--- src/meter_err_map.vh ---
// constants for the error queue and trigger controller
`ifndef METER_ERR_MAP_VH
`define METER_ERR_MAP_VH
`define QUEUE_DEPTH      5'h14
`define QUEUE_LAST       5'h13
`define CODE_W           11
`define CODE_NONE        11'h000
`define CODE_TRIG_IGN    11'h72d
`define CODE_TRIG_DEAD   11'h72b
`define CODE_INIT_IGN    11'h72a
`define CODE_DATA_STALE  11'h71a
`define CODE_TOO_MANY    11'h6a2
`define CODE_QUERY_INT   11'h666
`define CODE_QUERY_UNT   11'h65c
`define CODE_QUERY_DEAD  11'h652
`define CODE_NUM_OVF     11'h785
`define CODE_DIGITS      11'h784
`define CODE_NO_MEM      11'h213
`define CODE_OVL_REF     11'h21c
`define CODE_LOCAL       11'h226
`define EXP_LIMIT        16'h7d00
`define DIGIT_LIMIT      9'h0ff
`define MEM_LIMIT        20'h00200
`define SRC_IMM          2'h0
`define SRC_BUS          2'h1
`define SRC_EXT          2'h2
`define ST_IDLE          2'h0
`define ST_WAIT          2'h1
`define ST_MEAS          2'h2
`define ADDR_CTRL        4'h0
`define ADDR_ERROR       4'h1
`define ADDR_STATUS      4'h2
`define ADDR_COUNTS      4'h3
`endif

--- src/meter_error_queue_trigger_ctl.v ---
// error queue and trigger state controller of a bench meter
`timescale 1ns/10ps
`include "meter_err_map.vh"

module meter_error_queue_trigger_ctl (
    input  wire        i_clk,
    input  wire        i_rst_n,
    input  wire        i_cmd_init,
    input  wire        i_cmd_read,
    input  wire        i_cmd_meas,
    input  wire        i_cmd_fetch,
    input  wire        i_cmd_trg,
    input  wire        i_cmd_cls,
    input  wire        i_cmd_rst,
    input  wire        i_dev_clear,
    input  wire        i_cmd_data,
    input  wire        i_talk_addr,
    input  wire        i_out_overflow,
    input  wire        i_in_full,
    input  wire        i_out_pending,
    input  wire        i_num_valid,
    input  wire [15:0] i_num_exp,
    input  wire [8:0]  i_num_digits,
    input  wire        i_num_digits_ovf,
    input  wire        i_mem_empty,
    input  wire        i_ref_store,
    input  wire        i_ref_overload,
    input  wire        i_local,
    input  wire        i_meas_done,
    input  wire        i_ext_trig,
    input  wire [3:0]  i_addr,
    input  wire [31:0] i_wdata,
    input  wire        i_wr,
    input  wire        i_rd,
    output reg  [31:0] o_rdata,
    output reg         o_err_ind,
    output reg         o_beep,
    output reg         o_meas_start,
    output reg         o_math_on,
    output reg  [1:0]  o_trig_state
);

    // error codes queued in order of arrival
    reg [`CODE_W-1:0] queue [0:19];
    reg [4:0]         wr_ptr;
    reg [4:0]         rd_ptr;
    reg [4:0]         count;
    reg               dropping;
    reg [1:0]         trig_src;
    reg [9:0]         sample_cnt;
    reg [9:0]         trig_cnt;
    reg               ext_meta;
    reg               ext_sync;
    reg               ext_prev;

    // trigger states
    localparam [1:0] S_IDLE = `ST_IDLE;
    localparam [1:0] S_WAIT = `ST_WAIT;
    localparam [1:0] S_MEAS = `ST_MEAS;

    // sign extension of a stored code to the bus width
    function [31:0] code_word;
        input [`CODE_W-1:0] v;
        begin
            code_word = {{(32-`CODE_W){v[`CODE_W-1]}}, v};
        end
    endfunction

    // pointer step with wrap at the queue length
    function [4:0] ptr_inc;
        input [4:0] p;
        begin
            ptr_inc = (p == `QUEUE_LAST) ? 5'h00 : p + 5'h01;
        end
    endfunction

    wire ext_edge     = ext_sync & ~ext_prev;
    wire wait_st      = (o_trig_state == `ST_WAIT);
    wire arm_cmd      = i_cmd_init | i_cmd_read | i_cmd_meas;
    wire [19:0] prod  = sample_cnt * trig_cnt;

    // trigger candidates, one per selectable source
    wire hit_imm = 1'b1;
    wire hit_bus = i_cmd_trg;
    wire hit_ext = ext_edge;

    // trigger present for the selected source; unknown codes never trigger
    reg trig_hit;
    always @* begin
        case (trig_src)
            `SRC_IMM: trig_hit = hit_imm;
            `SRC_BUS: trig_hit = hit_bus;
            `SRC_EXT: trig_hit = hit_ext;
            default:  trig_hit = 1'b0;
        endcase
    end

    // individual error conditions, one per queued code
    wire bad_exp    = i_num_valid && (i_num_exp > `EXP_LIMIT);
    wire bad_digits = i_num_valid && (i_num_digits_ovf || (i_num_digits > `DIGIT_LIMIT));
    wire local_read = i_cmd_read && i_local;
    wire dead_read  = i_cmd_read && (trig_src == `SRC_BUS);
    wire busy_init  = i_cmd_init && (o_trig_state != `ST_IDLE);
    wire mem_over   = i_cmd_init && (prod > `MEM_LIMIT);
    wire lost_trig  = i_cmd_trg && !(wait_st && (trig_src == `SRC_BUS));
    wire stale      = i_cmd_fetch && i_mem_empty;
    wire ovl_ref    = i_ref_store && i_ref_overload;
    wire out_dead   = i_out_overflow && i_in_full;
    wire interrupt  = i_cmd_data && i_out_pending;
    wire unterm     = i_talk_addr && !i_out_pending;

    // select one error per cycle, most specific first
    // when several coincide only the highest-priority code is kept
    reg               err_any;
    reg [`CODE_W-1:0] err_code;
    always @* begin
        err_any  = 1'b1;
        err_code = `CODE_NONE;
        if (bad_exp)
            err_code = `CODE_NUM_OVF;
        else if (bad_digits)
            err_code = `CODE_DIGITS;
        else if (local_read)
            err_code = `CODE_LOCAL;
        else if (dead_read)
            err_code = `CODE_TRIG_DEAD;
        else if (busy_init)
            err_code = `CODE_INIT_IGN;
        else if (mem_over)
            err_code = `CODE_NO_MEM;
        else if (lost_trig)
            err_code = `CODE_TRIG_IGN;
        else if (stale)
            err_code = `CODE_DATA_STALE;
        else if (ovl_ref)
            err_code = `CODE_OVL_REF;
        else if (out_dead)
            err_code = `CODE_QUERY_DEAD;
        else if (interrupt)
            err_code = `CODE_QUERY_INT;
        else if (unterm)
            err_code = `CODE_QUERY_UNT;
        else
            err_any = 1'b0;
    end

    wire pop  = i_rd && (i_addr == `ADDR_ERROR) && (count != 5'h00);
    wire full = (count == `QUEUE_DEPTH);
    wire [4:0] newest = (wr_ptr == 5'h00) ? `QUEUE_LAST : wr_ptr - 5'h01;

    // external trigger synchroniser
    // two flops before any logic reads the pin; the third finds the edge
    always @(posedge i_clk) begin
        if (!i_rst_n) begin
            ext_meta <= 1'b0;
            ext_sync <= 1'b0;
            ext_prev <= 1'b0;
        end else begin
            ext_meta <= i_ext_trig;
            ext_sync <= ext_meta;
            ext_prev <= ext_sync;
        end
    end

    // queue storage; the reset command never touches it
    // a full queue sees its newest slot taken by the overflow marker
    always @(posedge i_clk) begin
        if (err_any && !dropping) begin
            if (full && !pop)
                queue[newest] <= `CODE_TOO_MANY;
            else
                queue[wr_ptr] <= err_code;
        end
    end

    // next queue bookkeeping; a pop frees room for an error in the same cycle unless the overflow marker is already queued
    reg [4:0] next_wr_ptr;
    reg [4:0] next_rd_ptr;
    reg [4:0] next_count;
    reg       next_dropping;
    reg       next_err_ind;
    wire      store = err_any && !dropping && !(full && !pop);
    always @* begin
        next_wr_ptr   = wr_ptr;
        next_rd_ptr   = rd_ptr;
        next_count    = count;
        next_dropping = dropping;
        next_err_ind  = o_err_ind;
        if (pop)
            next_rd_ptr = ptr_inc(rd_ptr);
        if (store) begin
            next_wr_ptr  = ptr_inc(wr_ptr);
            next_count   = pop ? count : count + 5'h01;
            next_err_ind = 1'b1;
        end else if (pop) begin
            next_count   = count - 5'h01;
            next_err_ind = (count != 5'h01);
        end
        if (pop)
            next_dropping = 1'b0;
        else if (err_any && full)
            next_dropping = 1'b1;
    end

    // queue pointers, count and indicator; clear status wins over a new error
    always @(posedge i_clk) begin
        if (!i_rst_n || i_cmd_cls) begin
            wr_ptr    <= 5'h00;
            rd_ptr    <= 5'h00;
            count     <= 5'h00;
            dropping  <= 1'b0;
            o_err_ind <= 1'b0;
        end else begin
            wr_ptr    <= next_wr_ptr;
            rd_ptr    <= next_rd_ptr;
            count     <= next_count;
            dropping  <= next_dropping;
            o_err_ind <= next_err_ind;
        end
    end

    // beeper, one pulse per cycle that detects an error
    // dropped errors still sound, they did occur
    always @(posedge i_clk) begin
        if (!i_rst_n)
            o_beep <= 1'b0;
        else
            o_beep <= err_any;
    end

    // trigger state machine
    // device clear wins over any command in the same cycle
    // refused commands (local read, memory overrun) never arm
    always @(posedge i_clk) begin
        if (!i_rst_n) begin
            o_trig_state <= S_IDLE;
            o_meas_start <= 1'b0;
        end else begin
            o_meas_start <= 1'b0;
            if (i_dev_clear) begin
                o_trig_state <= S_IDLE;
            end else begin
                case (o_trig_state)
                    S_IDLE: if (arm_cmd && !mem_over && !local_read) begin
                        o_trig_state <= S_WAIT;
                    end
                    S_WAIT: if (trig_hit) begin
                        o_trig_state <= S_MEAS;
                        o_meas_start <= 1'b1;
                    end
                    S_MEAS: if (i_meas_done) begin
                        o_trig_state <= S_IDLE;
                    end
                    default: o_trig_state <= S_IDLE;
                endcase
            end
        end
    end

    // register writes and math state
    // the reset command restores trigger settings and turns math off
    always @(posedge i_clk) begin
        if (!i_rst_n) begin
            trig_src   <= `SRC_IMM;
            sample_cnt <= 10'h001;
            trig_cnt   <= 10'h001;
            o_math_on  <= 1'b0;
        end else begin
            if (i_cmd_rst) begin
                trig_src   <= `SRC_IMM;
                sample_cnt <= 10'h001;
                trig_cnt   <= 10'h001;
                o_math_on  <= 1'b0;
            end else if (i_wr && i_addr == `ADDR_CTRL) begin
                trig_src  <= i_wdata[1:0];
                o_math_on <= i_wdata[2];
            end else if (i_wr && i_addr == `ADDR_COUNTS) begin
                sample_cnt <= i_wdata[9:0];
                trig_cnt   <= i_wdata[25:16];
            end
            if (i_ref_store && i_ref_overload)
                o_math_on <= 1'b0;
        end
    end

    // read words assembled from the live state
    wire [31:0] ctrl_word   = {29'h0, o_math_on, trig_src};
    wire [31:0] err_word    = (count == 5'h00) ? 32'h00000000 :
                              code_word(queue[rd_ptr]);
    wire [31:0] status_word = {24'h0, dropping, o_trig_state, count};
    wire [31:0] counts_word = {6'h0, trig_cnt, 6'h0, sample_cnt};

    // read data one cycle after the strobe
    // unmapped addresses and idle cycles read zero
    always @(posedge i_clk) begin
        if (!i_rst_n) begin
            o_rdata <= 32'h00000000;
        end else if (i_rd) begin
            case (i_addr)
                `ADDR_CTRL:   o_rdata <= ctrl_word;
                `ADDR_ERROR:  o_rdata <= err_word;
                `ADDR_STATUS: o_rdata <= status_word;
                `ADDR_COUNTS: o_rdata <= counts_word;
                default:      o_rdata <= 32'h00000000;
            endcase
        end else begin
            o_rdata <= 32'h00000000;
        end
    end

endmodule

--- config.mk ---
export PLATFORM = sky130hd
export DESIGN_NAME = meter_error_queue_trigger_ctl
export DESIGN_NICKNAME = d
export VERILOG_FILES = /design/src/meter_error_queue_trigger_ctl.v
export VERILOG_INCLUDE_DIRS = /design/src
export SDC_FILE = /design/constraint.sdc
export NUM_CORES = 1
export LEC_CHECK = 0
export ABC_AREA = 1
export BUFFER_PORTS_ARGS = -buffer_cell sky130_fd_sc_hd__clkbuf_2
export CORE_MARGIN = 1
export CORE_UTILIZATION = 66
export DETAILED_ROUTE_END_ITERATION = 16
export GPL_TIMING_DRIVEN = 0
export PLACE_DENSITY = 0.93
export SLEW_MARGIN = 20
export SYNTH_ARGS = -nofsm -noshare
export SYNTH_HDL_FRONTEND = slang
export SYNTH_SLANG_ARGS = --single-unit
--- constraint.sdc ---
create_clock -name i_clk -period 18.55 [get_ports i_clk]
set_input_delay 2.7825 -clock i_clk [delete_from_list [all_inputs] [get_ports i_clk]]
set_output_delay 2.7825 -clock i_clk [all_outputs]
set_load 0.01 [all_outputs]
# Word-level counts from Yosys, hierarchy flattened
# Memory sizes are Yosys's and may differ from the RTL's. A register that Yosys moved wholly into a read port is not among the register bits.
# Cells that the tools add are included.
# classes
order_cmp	3
n_eq_ne	15
n_bitwise	7
n_reduce_logical	51
multipliers	1
addsub	5
mux	51
# op_table
cell	count
two-way mux 11 bit	13
one-hot mux 32 bit (4 select lines)	1
two-way mux 5 bit	9
two-way mux 32 bit	1
logical AND 1 bit	23
two-way mux 1 bit	22
greater-than comparator 20 x 10 -> 1 bit (second input constant)	1
multiplier 10 x 10 -> 20 bit	1
greater-than comparator 16 x 15 -> 1 bit (second input constant)	1
adder 5 x 1 -> 5 bit (second input constant)	3
== test 5 bit (second input constant)	3
OR reduction 11 bit	1
zero test 5 bit	2
subtractor 5 x 1 -> 5 bit (second input constant)	2
greater-than comparator 9 x 8 -> 1 bit (second input constant)	1
== test 4 x 2 -> 1 bit (second input constant)	2
zero test 1 bit	8
two-way mux 2 bit	3
!= test 2 bit (second input constant)	3
one-hot mux 2 bit (3 select lines)	1
AND reduction 2 bit	3
OR reduction 2 bit	3
OR reduction 3 bit	2
!= test 5 x 1 -> 1 bit (second input constant)	1
14 further kinds	23
# totals
elab_cells	150
ff_bits	79
out_inout_bits	38
mem_count	1
ramBits	220
in_bits	86
# mem_list
memory	depth	word_bits	read_ports	rd_ports_with_merged_regs	write_ports	line_no	rtl
queue	20	11	1	1	1	meter_error_queue_trigger_ctl.v:44	reg [`CODE_W-1:0] queue [0:19];

# Longest topological paths before layout
# logic_depth
word_depth	19
mapped_depth	34
depth_no_buf	31

# Least setup slack after synthesis
# OpenSTA, ideal clock, no wires.
# synth_path
path_kind	register to register
startpoint	register sample_cnt[5]
endpoint	memory queue[0][6] (netlist bit), data pin
setup_time_ns	0.418
required_time_ns	18.132
n_path_buf	3
stages_incl_launch_ff	31
synth_period_minus_slack_ns	6.644
t_arrival_ns	6.226
setup_slack_ns	11.906
cell_sequence	dfxtp_1 clkbuf_1 nand2_1 fa_1 inv_1 fa_1 inv_1 fa_1 inv_1 fa_1 inv_1 fa_1 inv_1 ha_1 nand2_2 inv_1 a21oi_1 nand2_2 nand2_1 nand2_1 nand2_1 nand2_1 nand2_1 nor2_2 nand3_2 nand2_4 nand2_4 nand3_4 buf_12 buf_4 nor4_1
# synth_between
elab_chain_len	14
word_cells_on_any_way	20
classes_between	mul (1); order compare (1); mux (15); reduce/logical (3)
# synth_rtl
item	line_no	rtl
start, declared	meter_error_queue_trigger_ctl.v:50	reg [9:0] sample_cnt;
start signal, assigned	meter_error_queue_trigger_ctl.v:278	sample_cnt <= i_wdata[9:0];
multiplier 10 x 10 -> 20 bit (*)	meter_error_queue_trigger_ctl.v:80	wire [19:0] prod = sample_cnt * trig_cnt;
greater-than comparator 20 x 10 -> 1 bit (no line) (*)	--	
logical AND 1 bit (*)	meter_error_queue_trigger_ctl.v:104	wire mem_over = i_cmd_init && (prod > `MEM_LIMIT);
two-way mux 1 bit	meter_error_queue_trigger_ctl.v:129	else if (mem_over)
two-way mux 1 bit	meter_error_queue_trigger_ctl.v:127	else if (busy_init)
two-way mux 1 bit	meter_error_queue_trigger_ctl.v:125	else if (dead_read)
two-way mux 1 bit	meter_error_queue_trigger_ctl.v:123	else if (local_read)
two-way mux 1 bit	meter_error_queue_trigger_ctl.v:121	else if (bad_digits)
two-way mux 1 bit	meter_error_queue_trigger_ctl.v:119	if (bad_exp)
logical AND 1 bit	meter_error_queue_trigger_ctl.v:168	if (err_any && !dropping) begin
two-way mux 1 bit	meter_error_queue_trigger_ctl.v:168	
two-way mux 1 bit (implied by the code)	meter_error_queue_trigger_ctl.v:172	queue[wr_ptr] <= err_code;
OR reduction 11 bit (no line)	--	
two-way mux 11 bit (no line) (*)	--	
end, declared	meter_error_queue_trigger_ctl.v:44	
# Mark *: on every way between the ends. The rest lies on a longest branch, timed or not.

# Worst setup path in the final report
# layout_path
startpoint	register sample_cnt[5]
endpoint	memory queue[5][4] (netlist bit), data pin
# Same word-level chain as after synthesis.

==> results by group <==
Clocking
  – CTS resizes: 0
  – H-tree levels: 1
  – Clock tree from TritonCTS: done
  – Post-CTS Setup Repair Bufs: 0
  – Root Driver: clkbuf_16
  – Total CTS buffers: 29
  – Max clock buf depth: 3
  – Worst-Skew Late Latency: 0.57 ns
  – Post-CTS Hold Buffers: 0
  – Sink Count: 293
  – CTS clk-pin slew, worst paths: 0.06 ns

Synthesis
  – Register bit total from synthesis: 293
  – Syn Area/Cell: 9.43 um^2
  – Mapped Area: 16100 um^2
  – Post-Syn Instances: 1705
  – Seq/Total Area, Yosys: 50.2%
  – Synth unique cells: 55
  – Number of synthesis warnings: 0

Min path
  – WHS Path Cells: 2
  – WHS Endpoint: ext_sync
  – Min-delay worst type: flip-flop to flip-flop
  – Hold wc startpoint: ext_meta

Route
  – Post-Route WL: 42300 um
  – TritonRoute pass-1 iters: 6
  – Drt wl/cell: 19.2 um
  – Drc violations: 0
  – Via count: 13340
  – Vias/cell: 6.05
  – Routed Antenna Nets: 0
  – DRT iter0 DRCs: 1599

Worst setup path
  – Cells on worst reg2reg path: 30
  – WP data arrival: 7.81 ns
  – Worst path max stage delay: 0.86 ns
  – R2R setup slack: 10.98 ns
  – R2R Path End: queue[5][4]
  – Worst Path Required: 18.79 ns
  – Worst R2R Start: sample_cnt[5]
  – Kind of end point of the critical path: flip-flop
  – CP max-delay cell: nor2_2
  – Crit start category: flip-flop
  – Crit-path max FO: 22
  – Critical Path Most Common Cell: nand2_1
  – Delay-heaviest family, CP: adder cells
  – Critical path class: flip-flop to flip-flop
  – WP buf/inv: 8

Finish
  – P&R area growth vs syn: 12.2%
  – Final Util: 76.2%
  – Final #Nets: 2073
  – Share of layout cells above drive strength 1: 12.8%
  – N_diodes: 0
  – Fill count: 1475

GRT
  – Largest net degree at the start of global routing: 23
  – First-pass GRT wire length: 65200 um
  – Grt total ovfl: 0
  – Initial antenna violation count: 0
  – Total Routing Usage GR: 34.3%
  – Vias in the first global route: 13005

Timing
  – Max transition margin: 19.0%
  – Total Neg Setup Slack: 0 ns
  – Slew @ Worst Pin: 1.21 ns
  – Hold Violations, Final: 0
  – Min cycle time layout: 7.57 ns
  – Tcrit/Tclk final: 40.8%
  – Fmax: 132 MHz
  – Final Max Tran Viols: 0
  – Setup violations, final: 0
  – Max Clock Skew: 0.0165 ns
  – RSZ-0062 raised after global routing: false

Power and ir drop
  – Power density over cell area: 75.3 nW/um^2
  – Leakage: 7.96 nW
  – Worst VDD drop: 0.000146 V

Floorplanning
  – Initial Util: 67.9%
  – # rows: 56
  – Ports: 124
  – Core Box Area: 23700 um^2
  – Die W: 158 um
  – Die height: 158 um
  – Die area: 25000 um^2

Place
  – Post-DP HPWL: 29500 um
  – GPL Wtd Cong: 0.946
  – PortBufs: 103

Job
  – Max-cap viol count: 0

Outcome
  – Status: finished, final reports clean
==> stage by stage <==
stage | cells | cell area, um^2 | hold WS [ns] | total power, mW | setup WS, ns
6_report | 2204 | 18000 | 0.422 | 1.36 | 10.98
5_1_grt | 2204 | 18000 | 0.439 | 1.38 | 10.61
4_1_cts | 2204 | 18000 | 0.421 | 1.35 | 11.03
3_5_place_dp | 2150 | 17100 | 0.405 | 0.810 | 11.12
3_3_place_gp | 2146 | 17100 | 0.401 | 0.806 | 10.03
2_1_floorplan | 1724 | 16100 | 0.390 | 0.778 | 11.91
==> final cells by class <==
type / count / area, um^2 / share of cell area (%)
Buffer: 88 / 408 / 2.26
Timing Repair Buffer: 107 / 549 / 3.04
Sequential cell: 293 / 8070 / 44.7
Multi-Input combinational cell: 1110 / 6840 / 37.9
Clock buffer: 33 / 741 / 4.11
Tap cell: 319 / 399 / 2.21
Inverter: 233 / 875 / 4.85
Clock inverter: 21 / 156 / 0.867
==> worst register-to-register path: cells and delay by family, from the launching register on <==
family	cells	cell delay, ns
simple gates	16	2.75
flops	1	0.37
fa+ha+maj	6	2.98
buf+inv	8	1.12
==> registers in the layout (all words and copies together) (netlist names), named ones only <==
name,cells
count,5
dropping,1
ext_meta,1
ext_prev,1
ext_sync,1
o_beep,1
o_err_ind,1
o_math_on,1
o_meas_start,1
o_rdata,21
o_trig_state,2
queue,220
rd_ptr,5
sample_cnt,10
trig_cnt,10
trig_src,2
wr_ptr,5
==> routing by layer <==
metal / track usage [%] / vias up / part of all wire (%)
met2: 58.6 / 955 / 48
met1: 41.0 / 6215 / 35
met5: 0 / - / 0
li1: - / 5970 / -
met3: 6.32 / 200 / 11
met4: 19.5 / 0 / 5.6
==> power by group <==
part	switching [mW]	internal, mW	total, mW
registers	0.00386	0.721	0.724
clock network	0.255	0.303	0.558
logic	0.0539	0.0219	0.0758
==> cell families after synthesis <==
kind of cell    Yosys count  synth area share, %
other cells               1               0.0233
buf+inv                 321                 7.98
fa+ha+maj               125                 12.6
simple gates            653                 17.5
flops                   293                 50.2
xor+xnor                 13                0.755
compound gates          299                 10.9
==> cells in the mapped netlist (all sizes together) <==
| cell | number | area [um^2] |
|---|---|---|
| nand2 | 352 | 1400 |
| inv | 228 | 856 |
| edfxtp | 220 | 6610 |
| nor2 | 195 | 774 |
| o21ai | 133 | 673 |
| dfxtp | 73 | 1460 |
| clkbuf | 70 | 263 |
| a21oi | 69 | 349 |
| nand3 | 66 | 373 |
| ha | 63 | 788 |
| fa | 62 | 1240 |
| o221ai | 28 | 245 |
| o22ai | 28 | 175 |
| o211ai | 19 | 143 |
| buf | 18 | 145 |
| nand4 | 13 | 93.8 |
| nor3 | 11 | 55.1 |
| xor2 | 10 | 95.1 |
| a31oi | 6 | 37.5 |
| nand3b | 6 | 45.0 |
| clkinv | 5 | 18.8 |
| nor4 | 5 | 31.3 |
| o311ai | 5 | 43.8 |
| nor3b | 3 | 27.5 |
| xnor2 | 3 | 26.3 |
| o21bai | 2 | 15.0 |
| a211oi | 1 | 7.51 |
| a21boi | 1 | 7.51 |
| a221oi | 1 | 8.76 |
| a31o | 1 | 8.76 |
| a41oi | 1 | 8.76 |
| and2 | 1 | 6.26 |
| conb | 1 | 3.75 |
| o2111ai | 1 | 8.76 |
| o21a | 1 | 7.51 |
| o31ai | 1 | 7.51 |
| o41ai | 1 | 8.76 |
| or2 | 1 | 6.26 |
==> placed cells by master (no fill, tap or decap), types with 20 or more instances in the layout <==
cell type,instances
nand2_1,329
edfxtp_1,220
inv_1,219
nor2_1,174
o21ai_0,127
clkbuf_2,103
clkbuf_1,74
dfxtp_1,73
a21oi_1,65
ha_1,63
fa_1,62
nand3_1,59
clkbuf_16,29
o22ai_1,28
o221ai_1,28
conb_1,20
==> worst max-delay path by stage <==
stage,startpoint,to,slack (ns),depth (start not counted)
floorplan,sample_cnt[5],queue[0][6],11.91,30
global placement,sample_cnt[5],queue[3][6],10.03,28
detailed placement,sample_cnt[5],queue[11][4],11.12,31
CTS,sample_cnt[5],queue[11][5],11.03,31
global route,sample_cnt[5],queue[12][4],10.61,30
finish,sample_cnt[5],queue[5][4],10.98,30
No activity file was read; power rests on OpenSTA's default activity.
